===== src/inc/sdpc_map.svh =====
/*
  Constants for the SDRAM pin command interface: field positions, widths, latencies.
  Assumes inclusion by its bare name from the package and design files.
*/
`ifndef SDPC_MAP_SVH
`define SDPC_MAP_SVH
`define SDPC_ADDR_W       12
`define SDPC_DQ_W         16
`define SDPC_BANKS        4
`define SDPC_PRE_ALL_BIT  10
`define SDPC_COL_W_X16    9
`define SDPC_COL_W_X8     10
`define SDPC_COL_W_X4     11
`define SDPC_COL11_BIT    11
`define SDPC_MASK_LAT     2
`define SDPC_BURST_W      9
`define SDPC_BURST_LEN    9'h004
`define SDPC_ORG_X4       2'h0
`define SDPC_ORG_X8       2'h1
`define SDPC_ORG_X16      2'h2
`endif


===== src/inc/sdpc_pkg.sv =====
/*
  Types for the SDRAM pin command interface.
  Assumes sdpc_map.svh is on the include path.
*/
`include "sdpc_map.svh"
package sdpc_pkg;
  // decoded command on cs/ras/cas/we
  typedef enum logic [3:0] {
    SDPC_CMD_INHIBIT, SDPC_CMD_NOP, SDPC_CMD_ACTIVE, SDPC_CMD_READ, SDPC_CMD_WRITE,
    SDPC_CMD_BURST_TERM, SDPC_CMD_PRECHARGE, SDPC_CMD_REFRESH, SDPC_CMD_MODE_LOAD
  } sdpc_cmd_t;
  // clock-gate state of the core
  typedef enum logic [1:0] {SDPC_ST_RUN, SDPC_ST_SUSPEND, SDPC_ST_PDOWN, SDPC_ST_SELF_REF} sdpc_pwr_t;
endpackage : sdpc_pkg


===== src/sdpc_cmd_if.sv =====
/*
  Pin-level command front end of a quad-bank SDRAM: command decode, clock gating,
  bank/row/column capture, precharge decode, byte masking and read output disable.
  Assumes the controller drives every pin synchronously to ref_clk.
*/
// Operation
// every input is sampled on the rising edge, which also steps the burst counter and output registers.
// clock gate low stops internal clocking, giving power-down, self refresh or clock suspend.
// clock gate is synchronous except between power-down or self refresh entry and exit.
// input buffers are disabled during power-down and self refresh.
// chip select high masks commands while running bursts and masking continue.
// the controller encodes commands on chip select, row, column and write strobes.
// write data of a cycle with its mask high is discarded.
// a mask high during a read floats the data outputs two clocks later.
// x16 uses low mask for bits 0-7 and high mask for 8-15; narrower parts use only the high mask.
// the two bank select inputs name the bank of activate, read, write and precharge.
// activate captures the full twelve-bit row address.
// read and write take the column from the address bits that suit the organization.
// address bit 10 with read or write selects auto precharge.
// precharge with bit 10 high closes all banks, low only the selected bank.
// mode load carries its op-code on the address inputs.
// the controller drives nop or deselect in every idle cycle.
`timescale 1ns/1ps
`include "sdpc_map.svh"
module sdpc_cmd_if (
  // clock and reset
  input  wire logic                         ref_clk,
  input  wire logic                         rst,
  // organization strap: 0 x4, 1 x8, 2 x16
  input  wire logic [1:0]                   org_sel,
  // command pins
  input  wire logic                         clk_gate,
  input  wire logic                         cs_n,
  input  wire logic                         ras_n,
  input  wire logic                         cas_n,
  input  wire logic                         we_n,
  input  wire logic                         bank_sel_0,
  input  wire logic                         bank_sel_1,
  input  wire logic [`SDPC_ADDR_W-1:0]      addr,
  input  wire logic                         low_byte_mask,
  input  wire logic                         high_byte_mask,
  // data pins
  input  wire logic [`SDPC_DQ_W-1:0]        dq_in,
  output logic      [`SDPC_DQ_W-1:0]        dq_out,
  output logic      [`SDPC_DQ_W-1:0]        dq_oe,
  // read data from the array
  input  wire logic [`SDPC_DQ_W-1:0]        rd_data,
  // decoded core side
  output sdpc_pkg::sdpc_cmd_t               cmd_out,
  output logic                              cmd_valid,
  output logic      [1:0]                   cmd_bank,
  output logic      [`SDPC_ADDR_W-1:0]      row_addr,
  output logic      [`SDPC_COL_W_X4-1:0]    col_addr,
  output logic                              auto_pre,
  output logic      [`SDPC_BANKS-1:0]       pre_banks,
  output logic      [`SDPC_ADDR_W-1:0]      mode_opcode,
  output logic                              mode_load,
  output logic      [`SDPC_DQ_W-1:0]        wr_data,
  output logic      [`SDPC_DQ_W-1:0]        wr_byte_en,
  output logic                              wr_valid,
  output logic                              rd_active,
  output logic                              core_clk_en,
  output logic                              in_buf_en,
  output sdpc_pkg::sdpc_pwr_t               pwr_state
);
  import sdpc_pkg::*;

  // command truth table, shared by decode and assertions
  function automatic sdpc_cmd_t sdpc_decode(input logic c, input logic r, input logic a, input logic w);
    sdpc_cmd_t d;
    d = SDPC_CMD_NOP;
    if (c) begin
      d = SDPC_CMD_INHIBIT;
    end else begin
      case ({r, a, w})
        3'h7: d = SDPC_CMD_NOP;
        3'h3: d = SDPC_CMD_ACTIVE;
        3'h5: d = SDPC_CMD_READ;
        3'h4: d = SDPC_CMD_WRITE;
        3'h6: d = SDPC_CMD_BURST_TERM;
        3'h2: d = SDPC_CMD_PRECHARGE;
        3'h1: d = SDPC_CMD_REFRESH;
        3'h0: d = SDPC_CMD_MODE_LOAD;
        default: d = SDPC_CMD_NOP;
      endcase
    end
    return d;
  endfunction

  // state
  sdpc_pwr_t                   pwr_r, pwr_nxt;
  logic [`SDPC_BANKS-1:0]      open_r, open_nxt;
  logic [`SDPC_BURST_W-1:0]    burst_cnt_r, burst_cnt_nxt;
  logic                        rd_burst_r, wr_burst_r;
  logic [1:0]                  rmask_d1_r, rmask_d2_r;
  logic                        gate_prev_r;

  // decode of pins sampled this edge
  wire sdpc_cmd_t  cmd_w     = sdpc_decode(cs_n, ras_n, cas_n, we_n);
  wire             awake_w   = (pwr_r == SDPC_ST_RUN);
  wire             clk_on_w  = awake_w && gate_prev_r && clk_gate;
  wire [1:0]       bank_w    = {bank_sel_1, bank_sel_0};
  wire             idle_w    = (open_r == '0);
  wire             burst_w   = rd_burst_r || wr_burst_r;
  wire             is_rd_w   = clk_on_w && (cmd_w == SDPC_CMD_READ);
  wire             is_wr_w   = clk_on_w && (cmd_w == SDPC_CMD_WRITE);
  wire             is_pre_w  = clk_on_w && (cmd_w == SDPC_CMD_PRECHARGE);
  wire             is_act_w  = clk_on_w && (cmd_w == SDPC_CMD_ACTIVE);
  wire             is_term_w = clk_on_w && (cmd_w == SDPC_CMD_BURST_TERM);
  wire             pre_all_w = addr[`SDPC_PRE_ALL_BIT];
  wire [`SDPC_BANKS-1:0] bank_hot_w = 4'h1 << bank_w;
  wire [`SDPC_BANKS-1:0] pre_w = pre_all_w ? 4'hF : bank_hot_w;
  // narrower parts keep only the high mask pin
  wire             x16_w     = (org_sel == `SDPC_ORG_X16);
  wire [1:0]       mask_w    = x16_w ? {high_byte_mask, low_byte_mask}
                                     : {high_byte_mask, high_byte_mask};
  wire [`SDPC_DQ_W-1:0] byte_en_w = {{8{~mask_w[1]}}, {8{~mask_w[0]}}};
  // column width per organization
  wire [`SDPC_COL_W_X4-1:0] col_w =
    (org_sel == `SDPC_ORG_X4) ? {addr[`SDPC_COL11_BIT], addr[`SDPC_COL_W_X8-1:0]} :
    (org_sel == `SDPC_ORG_X8) ? {1'b0, addr[`SDPC_COL_W_X8-1:0]} :
                                {2'h0, addr[`SDPC_COL_W_X16-1:0]};

  // clock-gate state machine; power-down exit is taken on the gate level alone
  always_comb begin
    pwr_nxt = pwr_r;
    case (pwr_r)
      SDPC_ST_RUN, SDPC_ST_SUSPEND: begin
        if (!clk_gate && burst_w) begin
          pwr_nxt = SDPC_ST_SUSPEND;
        end else if (!clk_gate && idle_w && !cs_n && cmd_w == SDPC_CMD_REFRESH) begin
          pwr_nxt = SDPC_ST_SELF_REF;
        end else if (!clk_gate) begin
          pwr_nxt = SDPC_ST_PDOWN;
        end else begin
          pwr_nxt = SDPC_ST_RUN;
        end
      end
      SDPC_ST_PDOWN, SDPC_ST_SELF_REF: begin
        if (clk_gate) begin
          pwr_nxt = SDPC_ST_RUN;
        end
      end
      default: pwr_nxt = SDPC_ST_RUN;
    endcase
  end

  // bank open tracking
  always_comb begin
    open_nxt = open_r;
    if (is_act_w) begin
      open_nxt = open_r | bank_hot_w;
    end else if (is_pre_w) begin
      open_nxt = open_r & ~pre_w;
    end else if ((is_rd_w || is_wr_w) && pre_all_w) begin
      open_nxt = open_r & ~bank_hot_w;
    end
  end

  // burst counter steps only on live clocks; chip select high does not stop it
  always_comb begin
    burst_cnt_nxt = burst_cnt_r;
    if (is_rd_w || is_wr_w) begin
      burst_cnt_nxt = `SDPC_BURST_LEN - 9'h001;
    end else if (is_term_w) begin
      burst_cnt_nxt = '0;
    end else if (clk_on_w && burst_cnt_r != '0) begin
      burst_cnt_nxt = burst_cnt_r - 9'h001;
    end
  end

  // state registers
  always_ff @(posedge ref_clk or posedge rst) begin
    if (rst) begin
      pwr_r       <= SDPC_ST_RUN;
      open_r      <= '0;
      burst_cnt_r <= '0;
      rd_burst_r  <= 1'b0;
      wr_burst_r  <= 1'b0;
      gate_prev_r <= 1'b1;
    end else begin
      pwr_r       <= pwr_nxt;
      open_r      <= open_nxt;
      burst_cnt_r <= burst_cnt_nxt;
      gate_prev_r <= clk_gate;
      rd_burst_r  <= is_rd_w || (rd_burst_r && !is_wr_w && !is_term_w && burst_cnt_nxt != '0);
      wr_burst_r  <= is_wr_w || (wr_burst_r && !is_rd_w && !is_term_w && burst_cnt_nxt != '0);
    end
  end

  // read mask pipeline: two clocks from sample to high impedance
  always_ff @(posedge ref_clk or posedge rst) begin
    if (rst) begin
      rmask_d1_r <= 2'h3;
      rmask_d2_r <= 2'h3;
    end else if (clk_on_w) begin
      rmask_d1_r <= mask_w;
      rmask_d2_r <= rmask_d1_r;
    end
  end

  // output registers; buffers forced off in power-down and self refresh
  always_ff @(posedge ref_clk or posedge rst) begin
    if (rst) begin
      cmd_out     <= SDPC_CMD_NOP;
      cmd_valid   <= 1'b0;
      cmd_bank    <= '0;
      row_addr    <= '0;
      col_addr    <= '0;
      auto_pre    <= 1'b0;
      pre_banks   <= '0;
      mode_opcode <= '0;
      mode_load   <= 1'b0;
      wr_data     <= '0;
      wr_byte_en  <= '0;
      wr_valid    <= 1'b0;
      rd_active   <= 1'b0;
      dq_out      <= '0;
      dq_oe       <= '0;
      core_clk_en <= 1'b1;
      in_buf_en   <= 1'b1;
      pwr_state   <= SDPC_ST_RUN;
    end else begin
      cmd_out     <= clk_on_w ? cmd_w : SDPC_CMD_NOP;
      cmd_valid   <= clk_on_w && !cs_n && cmd_w != SDPC_CMD_NOP;
      cmd_bank    <= (is_act_w || is_rd_w || is_wr_w || is_pre_w) ? bank_w : cmd_bank;
      row_addr    <= is_act_w ? addr : row_addr;
      col_addr    <= (is_rd_w || is_wr_w) ? col_w : col_addr;
      auto_pre    <= (is_rd_w || is_wr_w) ? pre_all_w : auto_pre;
      pre_banks   <= is_pre_w ? pre_w : '0;
      mode_load   <= clk_on_w && cmd_w == SDPC_CMD_MODE_LOAD;
      mode_opcode <= (clk_on_w && cmd_w == SDPC_CMD_MODE_LOAD) ? addr : mode_opcode;
      wr_valid    <= clk_on_w && (is_wr_w || wr_burst_r);
      wr_data     <= dq_in;
      wr_byte_en  <= byte_en_w;
      rd_active   <= clk_on_w ? rd_burst_r : rd_active;
      dq_out      <= clk_on_w ? rd_data : dq_out;
      dq_oe       <= (rd_burst_r && clk_on_w) ? {{8{~rmask_d2_r[1]}}, {8{~rmask_d2_r[0]}}}
                   : (rd_burst_r ? dq_oe : '0);
      core_clk_en <= clk_on_w;
      in_buf_en   <= (pwr_nxt != SDPC_ST_PDOWN) && (pwr_nxt != SDPC_ST_SELF_REF);
      pwr_state   <= pwr_nxt;
    end
  end

  // checks
  AST_MASK_WRITE: assert property (@(posedge ref_clk) disable iff (rst)
    (wr_burst_r && clk_on_w && mask_w == 2'h3) |=> (wr_byte_en == '0))
    else $error("masked write byte not discarded");
  AST_READ_FLOAT: assert property (@(posedge ref_clk) disable iff (rst)
    (clk_on_w && mask_w == 2'h3) ##1 clk_on_w ##1 (clk_on_w && rd_burst_r) |=> (dq_oe == '0))
    else $error("read output not floated two clocks after mask");
  AST_CS_MASK: assert property (@(posedge ref_clk) disable iff (rst)
    cs_n |=> !cmd_valid && !mode_load && pre_banks == '0)
    else $error("command taken with chip select high");
  AST_PRE_ALL: assert property (@(posedge ref_clk) disable iff (rst)
    (is_pre_w && pre_all_w) |=> (pre_banks == 4'hF) && (open_r == '0))
    else $error("precharge all missed a bank");
  AST_ROW_CAP: assert property (@(posedge ref_clk) disable iff (rst)
    is_act_w |=> (row_addr == $past(addr)) && (cmd_bank == $past(bank_w)))
    else $error("row or bank not captured");
  AST_X8_COL: assert property (@(posedge ref_clk) disable iff (rst)
    (is_rd_w && org_sel == `SDPC_ORG_X8) |=> col_addr[`SDPC_COL_W_X4-1] == 1'b0)
    else $error("x8 column carries bit 11");
  AST_SLEEP_BUF: assert property (@(posedge ref_clk) disable iff (rst)
    (pwr_r == SDPC_ST_PDOWN && !clk_gate) |-> !in_buf_en && !core_clk_en)
    else $error("buffers live in power-down");
  AST_SUSPEND_HOLD: assert property (@(posedge ref_clk) disable iff (rst)
    (burst_w && !clk_gate) |=> $stable(burst_cnt_r))
    else $error("burst counter moved in clock suspend");
  AST_NARROW_MASK: assert property (@(posedge ref_clk) disable iff (rst)
    (!x16_w && low_byte_mask && !high_byte_mask) |=> wr_byte_en == 16'hFFFF)
    else $error("low mask used on narrow part");
endmodule // sdpc_cmd_if


===== config.mk =====
export PLATFORM = sky130hd
export DESIGN_NAME = sdpc_cmd_if
export DESIGN_NICKNAME = d
export VERILOG_FILES = /design/src/inc/sdpc_pkg.sv /design/src/sdpc_cmd_if.sv
export VERILOG_INCLUDE_DIRS = /design/src /design/src/inc
export SDC_FILE = /design/constraint.sdc
export NUM_CORES = 1
export LEC_CHECK = 0
export BUFFER_PORTS_ARGS = -buffer_cell sky130_fd_sc_hd__buf_2
export CAP_MARGIN = 40
export CORE_MARGIN = 2
export CORE_UTILIZATION = 53
export CTS_CLUSTER_DIAMETER = 150
export CTS_CLUSTER_SIZE = 30
export DETAILED_ROUTE_END_ITERATION = 10
export GPL_ROUTABILITY_DRIVEN = 0
export HOLD_SLACK_MARGIN = 0.1
export MAX_ROUTING_LAYER = met4
export PLACE_DENSITY = 0.92
export SYNTH_ARGS = -nofsm -noshare
export SYNTH_HDL_FRONTEND = slang
export SYNTH_SLANG_ARGS = --single-unit

===== constraint.sdc =====
create_clock -name ref_clk -period 8.5 [get_ports ref_clk]
set_input_delay 1.7 -clock ref_clk [delete_from_list [all_inputs] [get_ports ref_clk]]
set_output_delay 1.7 -clock ref_clk [all_outputs]
set_load 0.01 [all_outputs]

[Yosys cells after proc, flatten, opt, wreduce, memory -nomap -nowiden]
Memories as Yosys holds them, arrays and structs flattened.
Index checks and enable logic that the tools add are counted.
Cells by class
  equality and inequality tests: 16
  bitwise operators: 9
  muxes and demuxes: 20
  $add $sub $neg: 1
  reductions and logical operators: 46
  shift-type cells: 1
Operators by type and width (count)
  16-bit two-way mux: 2
  4-bit two-way mux: 7
  9-bit two-way mux: 3
  1-bit logical AND: 25
  9-bit nonzero test: 2
  4-bit by 3-bit equality test with 1-bit output, second input constant: 4
  11-bit two-way mux: 1
  10-bit two-way mux: 1
  9-bit by 1-bit subtractor with 9-bit output, second input constant: 1
  4-bit bitwise AND: 2
  4-bit by 2-bit equality test with 1-bit output, second input constant: 2
  1-bit logical OR: 8
  2-bit two-way mux: 4
  4-bit inverter: 2
  2-bit equality test, second input constant: 3
  1-bit logical NOT: 5
  2-bit by 1-bit equality test with 1-bit output, second input constant: 2
  4-bit equality test, second input constant: 1
  2-bit logical NOT: 2
  4-bit logical NOT: 1
  2-bit != test, second input constant: 2
  4-bit by 1-bit != test with 1-bit output, second input constant: 1
  1-bit inverter: 4
  4-bit bitwise OR: 1
  other kinds (6): 7
Word-level totals
  bits in registers: 131
  memories: 1
  bits in read-only memories: 32
Memory list
  (name not given): depth 8, bits a word 4, rd ports 1, clocked after Yosys merged registers in 0, wr ports 0, RTL line sdpc_cmd_if.sv:75  | case ({r, a, w})

[Depth between registers and ports, before layout]
  word-level depth: 10
  depth in mapped cells: 9

[Worst setup path before layout]
OpenSTA, ideal clock, no wires.
  path kind: in2reg
  from: in we_n
  to: reg col_addr[2]
  path buffers: 1
  required time: 8.375 ns
  stages on the path: 7
  library setup time: 0.125 ns
  slack: 5.003 ns
  arrival time: 3.373 ns
  cell sequence: inv_1 -> ha_1 -> nor3b_1 -> nor3_1 -> o21ai_1 -> clkbuf_1 -> mux2_2
Between the ends
  word-level cells in the longest chain between the ends: 5
RTL lines
  start, declared: RTL line sdpc_cmd_if.sv:36  | input wire logic we_n,
  memory read 8 x 4 bit (*)
  4-bit two-way mux (*): RTL line sdpc_cmd_if.sv:72  | if (c) begin
  4-bit by 2-bit equality test with 1-bit output / 4-bit by 3-bit equality test with 1-bit output (equally long branches): RTL line sdpc_cmd_if.sv:105, sdpc_cmd_if.sv:106
  1-bit logical AND (on tied branches): RTL line sdpc_cmd_if.sv:105, sdpc_cmd_if.sv:106
  1-bit logical OR (*): RTL line sdpc_cmd_if.sv:228  | col_addr <= (is_rd_w || is_wr_w) ? col_w : col_addr;
  end signal, assigned: RTL line sdpc_cmd_if.sv:228
  end, declared: RTL line sdpc_cmd_if.sv:53  | output logic [`SDPC_COL_W_X4-1:0] col_addr,
Mark *: on every way between the ends. The rest lies on a longest branch, timed or not.
A chain may end at the register's enable or synchronous reset.

[Worst setup path after layout]
  from: in cas_n
  to: reg cmd_bank[1]
Between the ends
  word-level cells in the longest chain between the ends: 7
RTL lines
  start, declared: RTL line sdpc_cmd_if.sv:35  | input wire logic cas_n,
  memory read 8 x 4 bit (*)
  4-bit two-way mux (*): RTL line sdpc_cmd_if.sv:72
  4-bit by 2-bit equality test with 1-bit output (on tied branches): RTL line sdpc_cmd_if.sv:108, sdpc_cmd_if.sv:105
  1-bit logical AND (on tied branches): RTL line sdpc_cmd_if.sv:108, sdpc_cmd_if.sv:105
  1-bit logical OR (2 in a row): RTL line sdpc_cmd_if.sv:226  | cmd_bank <= (is_act_w || is_rd_w || is_wr_w || is_pre_w) ? bank_w : cmd_bank;
  1-bit logical OR (*): RTL line sdpc_cmd_if.sv:226
  end signal, assigned: RTL line sdpc_cmd_if.sv:226
  end, declared: RTL line sdpc_cmd_if.sv:51  | output logic [1:0] cmd_bank,
Marked as above.

==> flow_metrics.py <==
metrics = {
    "outcome": {
        "status": "completed",
    },
    "timing": {
        "finalCritPeriodShare": 0.436,
        "period_minus_slack_ps": 3700,
        "hold_violations": 0,
        "worst_slew_pin_slew_ps": 694,
        "setup_viol": 0,
        "fmax_mhz": 270,
        "fin_tns_setup_ps": 0,
        "slew_viol_final": 0,
        "rsz0062_at_grt": "no",
        "relSlewSlack": 0.537,
        "clock_skew_ps": 12.4,
    },
    "floorplan": {
        "core-area_mm2": 0.00855,
        "dieWidth_um": 97.2,
        "start_util": 0.538,
        "die-height_um": 97.2,
        "ios": 175,
        "rows": 34,
        "die_area_mm2": 0.00945,
    },
    "setup_path": {
        "crit_type": "in -> reg",
        "r2r_slack_ps": 5740,
        "critPathMaxFanout": 12,
        "critPathCaptureType": "flop",
        "rr_worst_depth": 6,
        "r2r-end": "mode_opcode[7]$_DFFE_PP0P_",
        "worst_ep_required_time_ps": 8760,
        "start_kind": "primary input",
        "r2r-start": "pwr_state[1]$_DFF_PP0_",
        "worst_ep_arrival_time_ps": 3960,
    },
    "power": {
        "p_per_area_mw_per_mm2": 275,
        "p_leak_nw": 3.07,
        "peakVddDrop_mv": 0.171,
    },
    "global_route": {
        "grt_first_pass_wirelength_mm": 17.8,
        "grt.total_usage": 0.240,
        "antenna_found_initial": 1,
        "overflow": 0,
        "grt_max_degree": 58,
        "grt_pass1_vias": 3712,
    },
    "drt": {
        "vias": 3606,
        "wl_mm": 10.7,
        "first_pass_iters": 4,
        "vias_per_cell": 5.37,
        "drc_errors": 0,
        "ant_nets": 0,
        "drtIter0Drc": 345,
        "wl_per_cell_um": 15.9,
    },
    "synth": {
        "ys.flop_type": "dfrtp_1",
        "synth_nets": 471,
        "avgSynthCellArea_um2": 11.2,
        "synth-seq-area-share": 0.600,
        "ys_ff_latch": 110,
        "syn_area_mm2": 0.00460,
        "synthArstFlopShare": 1.00,
        "yosys.cell_types.count": 49,
        "synth_warnings": 0,
        "synthCells": 410,
        "synth_edf_count": 0,
    },
    "flow_run": {
        "cap_violations": 0,
    },
    "layout": {
        "drive_gt1_frac": 0.437,
        "nNetsFinal": 619,
        "multi_input_area_mm2": 0.00154,
        "fillers": 631,
        "final_cells": 672,
        "syn_to_final_growth_pct": 21.6,
        "regArea_mm2": 0.00276,
    },
    "clock_tree": {
        "worstSkewPairLatency_ps": 370,
        "clockRootBuffer": "clkbuf_8",
        "cts_hold_buf": 0,
        "htreeDepth": 3,
        "cts_resized": 0,
        "cts_buffer_depth": 2,
        "post_cts_buffers": 0,
        "cts_buffers": 9,
        "cts_tree": "yes",
        "clock-sinks": 110,
        "path_clk_slew_ps": 90,
    },
    "hold_path": {
        "hp-start": "rmask_d1_r[0]$_DFFE_PP1P_",
        "whs_endpoint": "rmask_d2_r[0]$_DFFE_PP1P_",
        "hold_depth": 2,
        "worstHoldPathType": "reg -> reg",
    },
    "placed_design": {
        "hpwl_mm": 7.87,
        "portBuffers": 174,
        "dp.cells": 655,
    },
}
-- how the worst max path moves through the flow --
stage	to	startpoint	depth (start not counted)
floorplan	auto_pre$_DFFE_PP0N_	rst	1
global placement	row_addr[1]$_DFFE_PP0P_	clk_gate	7
detailed placement	mode_opcode[2]$_DFFE_PP0P_	clk_gate	7
CTS	mode_opcode[5]$_DFFE_PP0P_	clk_gate	7
global route	open_r[2]$_DFFE_PP0P_	cas_n	9
finish	cmd_bank[1]$_DFFE_PP0P_	cas_n	9
-- cells in the final DEF (no fill, tap or decap), types with 4 or more instances in the layout --
| cell | count |
|---|---|
| o31ai_1 | 4 |
| a21oi_1 | 8 |
| dfrtp_1 | 102 |
| buf_2 | 174 |
| nor3_1 | 6 |
| mux2_2 | 34 |
| a221oi_1 | 4 |
| nand2_1 | 76 |
| inv_1 | 10 |
| nand2b_1 | 4 |
| and2_1 | 5 |
| ha_1 | 4 |
| clkbuf_8 | 10 |
| nor2_1 | 30 |
| or2_2 | 4 |
| dfstp_2 | 8 |
| or4_1 | 5 |
| o21ai_0 | 17 |
-- where the power goes --
part	switching, mW	leakage (nW)	internal (mW)
Sequential	0.0978	1.40	0.664
Combinational	0.254	1.57	0.200
Clock	0.177	0.106	0.149
Total	0.529	3.07	1.01
-- metal layers --
| layer | wire length (um) | track usage | up-vias |
|---|---|---|---|
| li1 | - | - | 1655 |
| met1 | 4220 | 0.292 | 1759 |
| met2 | 5510 | 0.400 | 168 |
| met3 | 756 | 0.0662 | 24 |
| met4 | 214 | 0.0618 | 0 |
| met5 | 0 | - | - |
-- logic make-up after synthesis --
group | count (synthesis) | synth area share
compound gates | 52 | 0.0742
simple gates | 151 | 0.153
buf+inv | 53 | 0.0668
xor+xnor | 3 | 0.00571
fa+ha+maj | 4 | 0.0109
flops | 110 | 0.600
mux | 37 | 0.0897
-- cells in the mapped netlist, drive strengths merged (3+ instances only) --
master	instances	area, um2
nor3	7	40.0
inv	12	45.0
clkbuf	10	37.5
dfrtp	102	2550
o211a	3	30.0
mux2	34	383
buf	31	225
and3	3	18.8
o31ai	4	30.0
a21oi	8	40.0
nand3	3	15.0
dfstp	8	210
nand2b	4	25.0
a221oi	5	50.0
nor2	30	113
nor2b	3	18.8
o21ai	21	105
or4	6	48.8
mux2i	3	30.0
and2	5	31.3
ha	4	50.1
nand2	76	285
or2	4	25.0
-- metrics by stage --
step                area, um2  setup WS (ps)   util  hold WS [ps]  power (mW)
global route             5600           4560  0.655           481        1.64
detailed placement       5390           4460  0.630           449        1.22
floorplan                4600           3910      -           435        1.04
global placement         5370           4190  0.628           450        1.19
finish                   5600           4800  0.655           460        1.54
CTS                      5600           4840  0.655           465        1.55
-- state kept, by name, summed over array words and instances (netlist names), 2 cells and up --
| name | cells |
|---|---|
| burst_cnt_r | 9 |
| cmd_bank | 2 |
| cmd_out | 4 |
| col_addr | 11 |
| dq_oe | 2 |
| dq_out | 16 |
| mode_opcode | 12 |
| open_r | 4 |
| pre_banks | 4 |
| pwr_state | 2 |
| rmask_d1_r | 2 |
| rmask_d2_r | 2 |
| row_addr | 12 |
| wr_byte_en | 2 |
| wr_data | 16 |
-- worst max-delay path, cell delays in order --
cell	delay, ps
buf_2	160
inv_1	70
ha_1	240
nor3b_1	500
nor3_1	140
o21ai_2	520
buf_6	240
nand2_1	100
mux2_2	290
-- area by class of cell --
class / count / area share
multi-input cells: 247 / 0.275
clock inverters: 5 / 0.0121
repair buffers: 178 / 0.162
well taps: 108 / 0.0241
flip-flops and latches: 110 / 0.493
clock buffers: 11 / 0.0253
diodes: 1 / 0.000447
inverters: 12 / 0.00849
No activity file was read; power rests on OpenSTA's default activity.
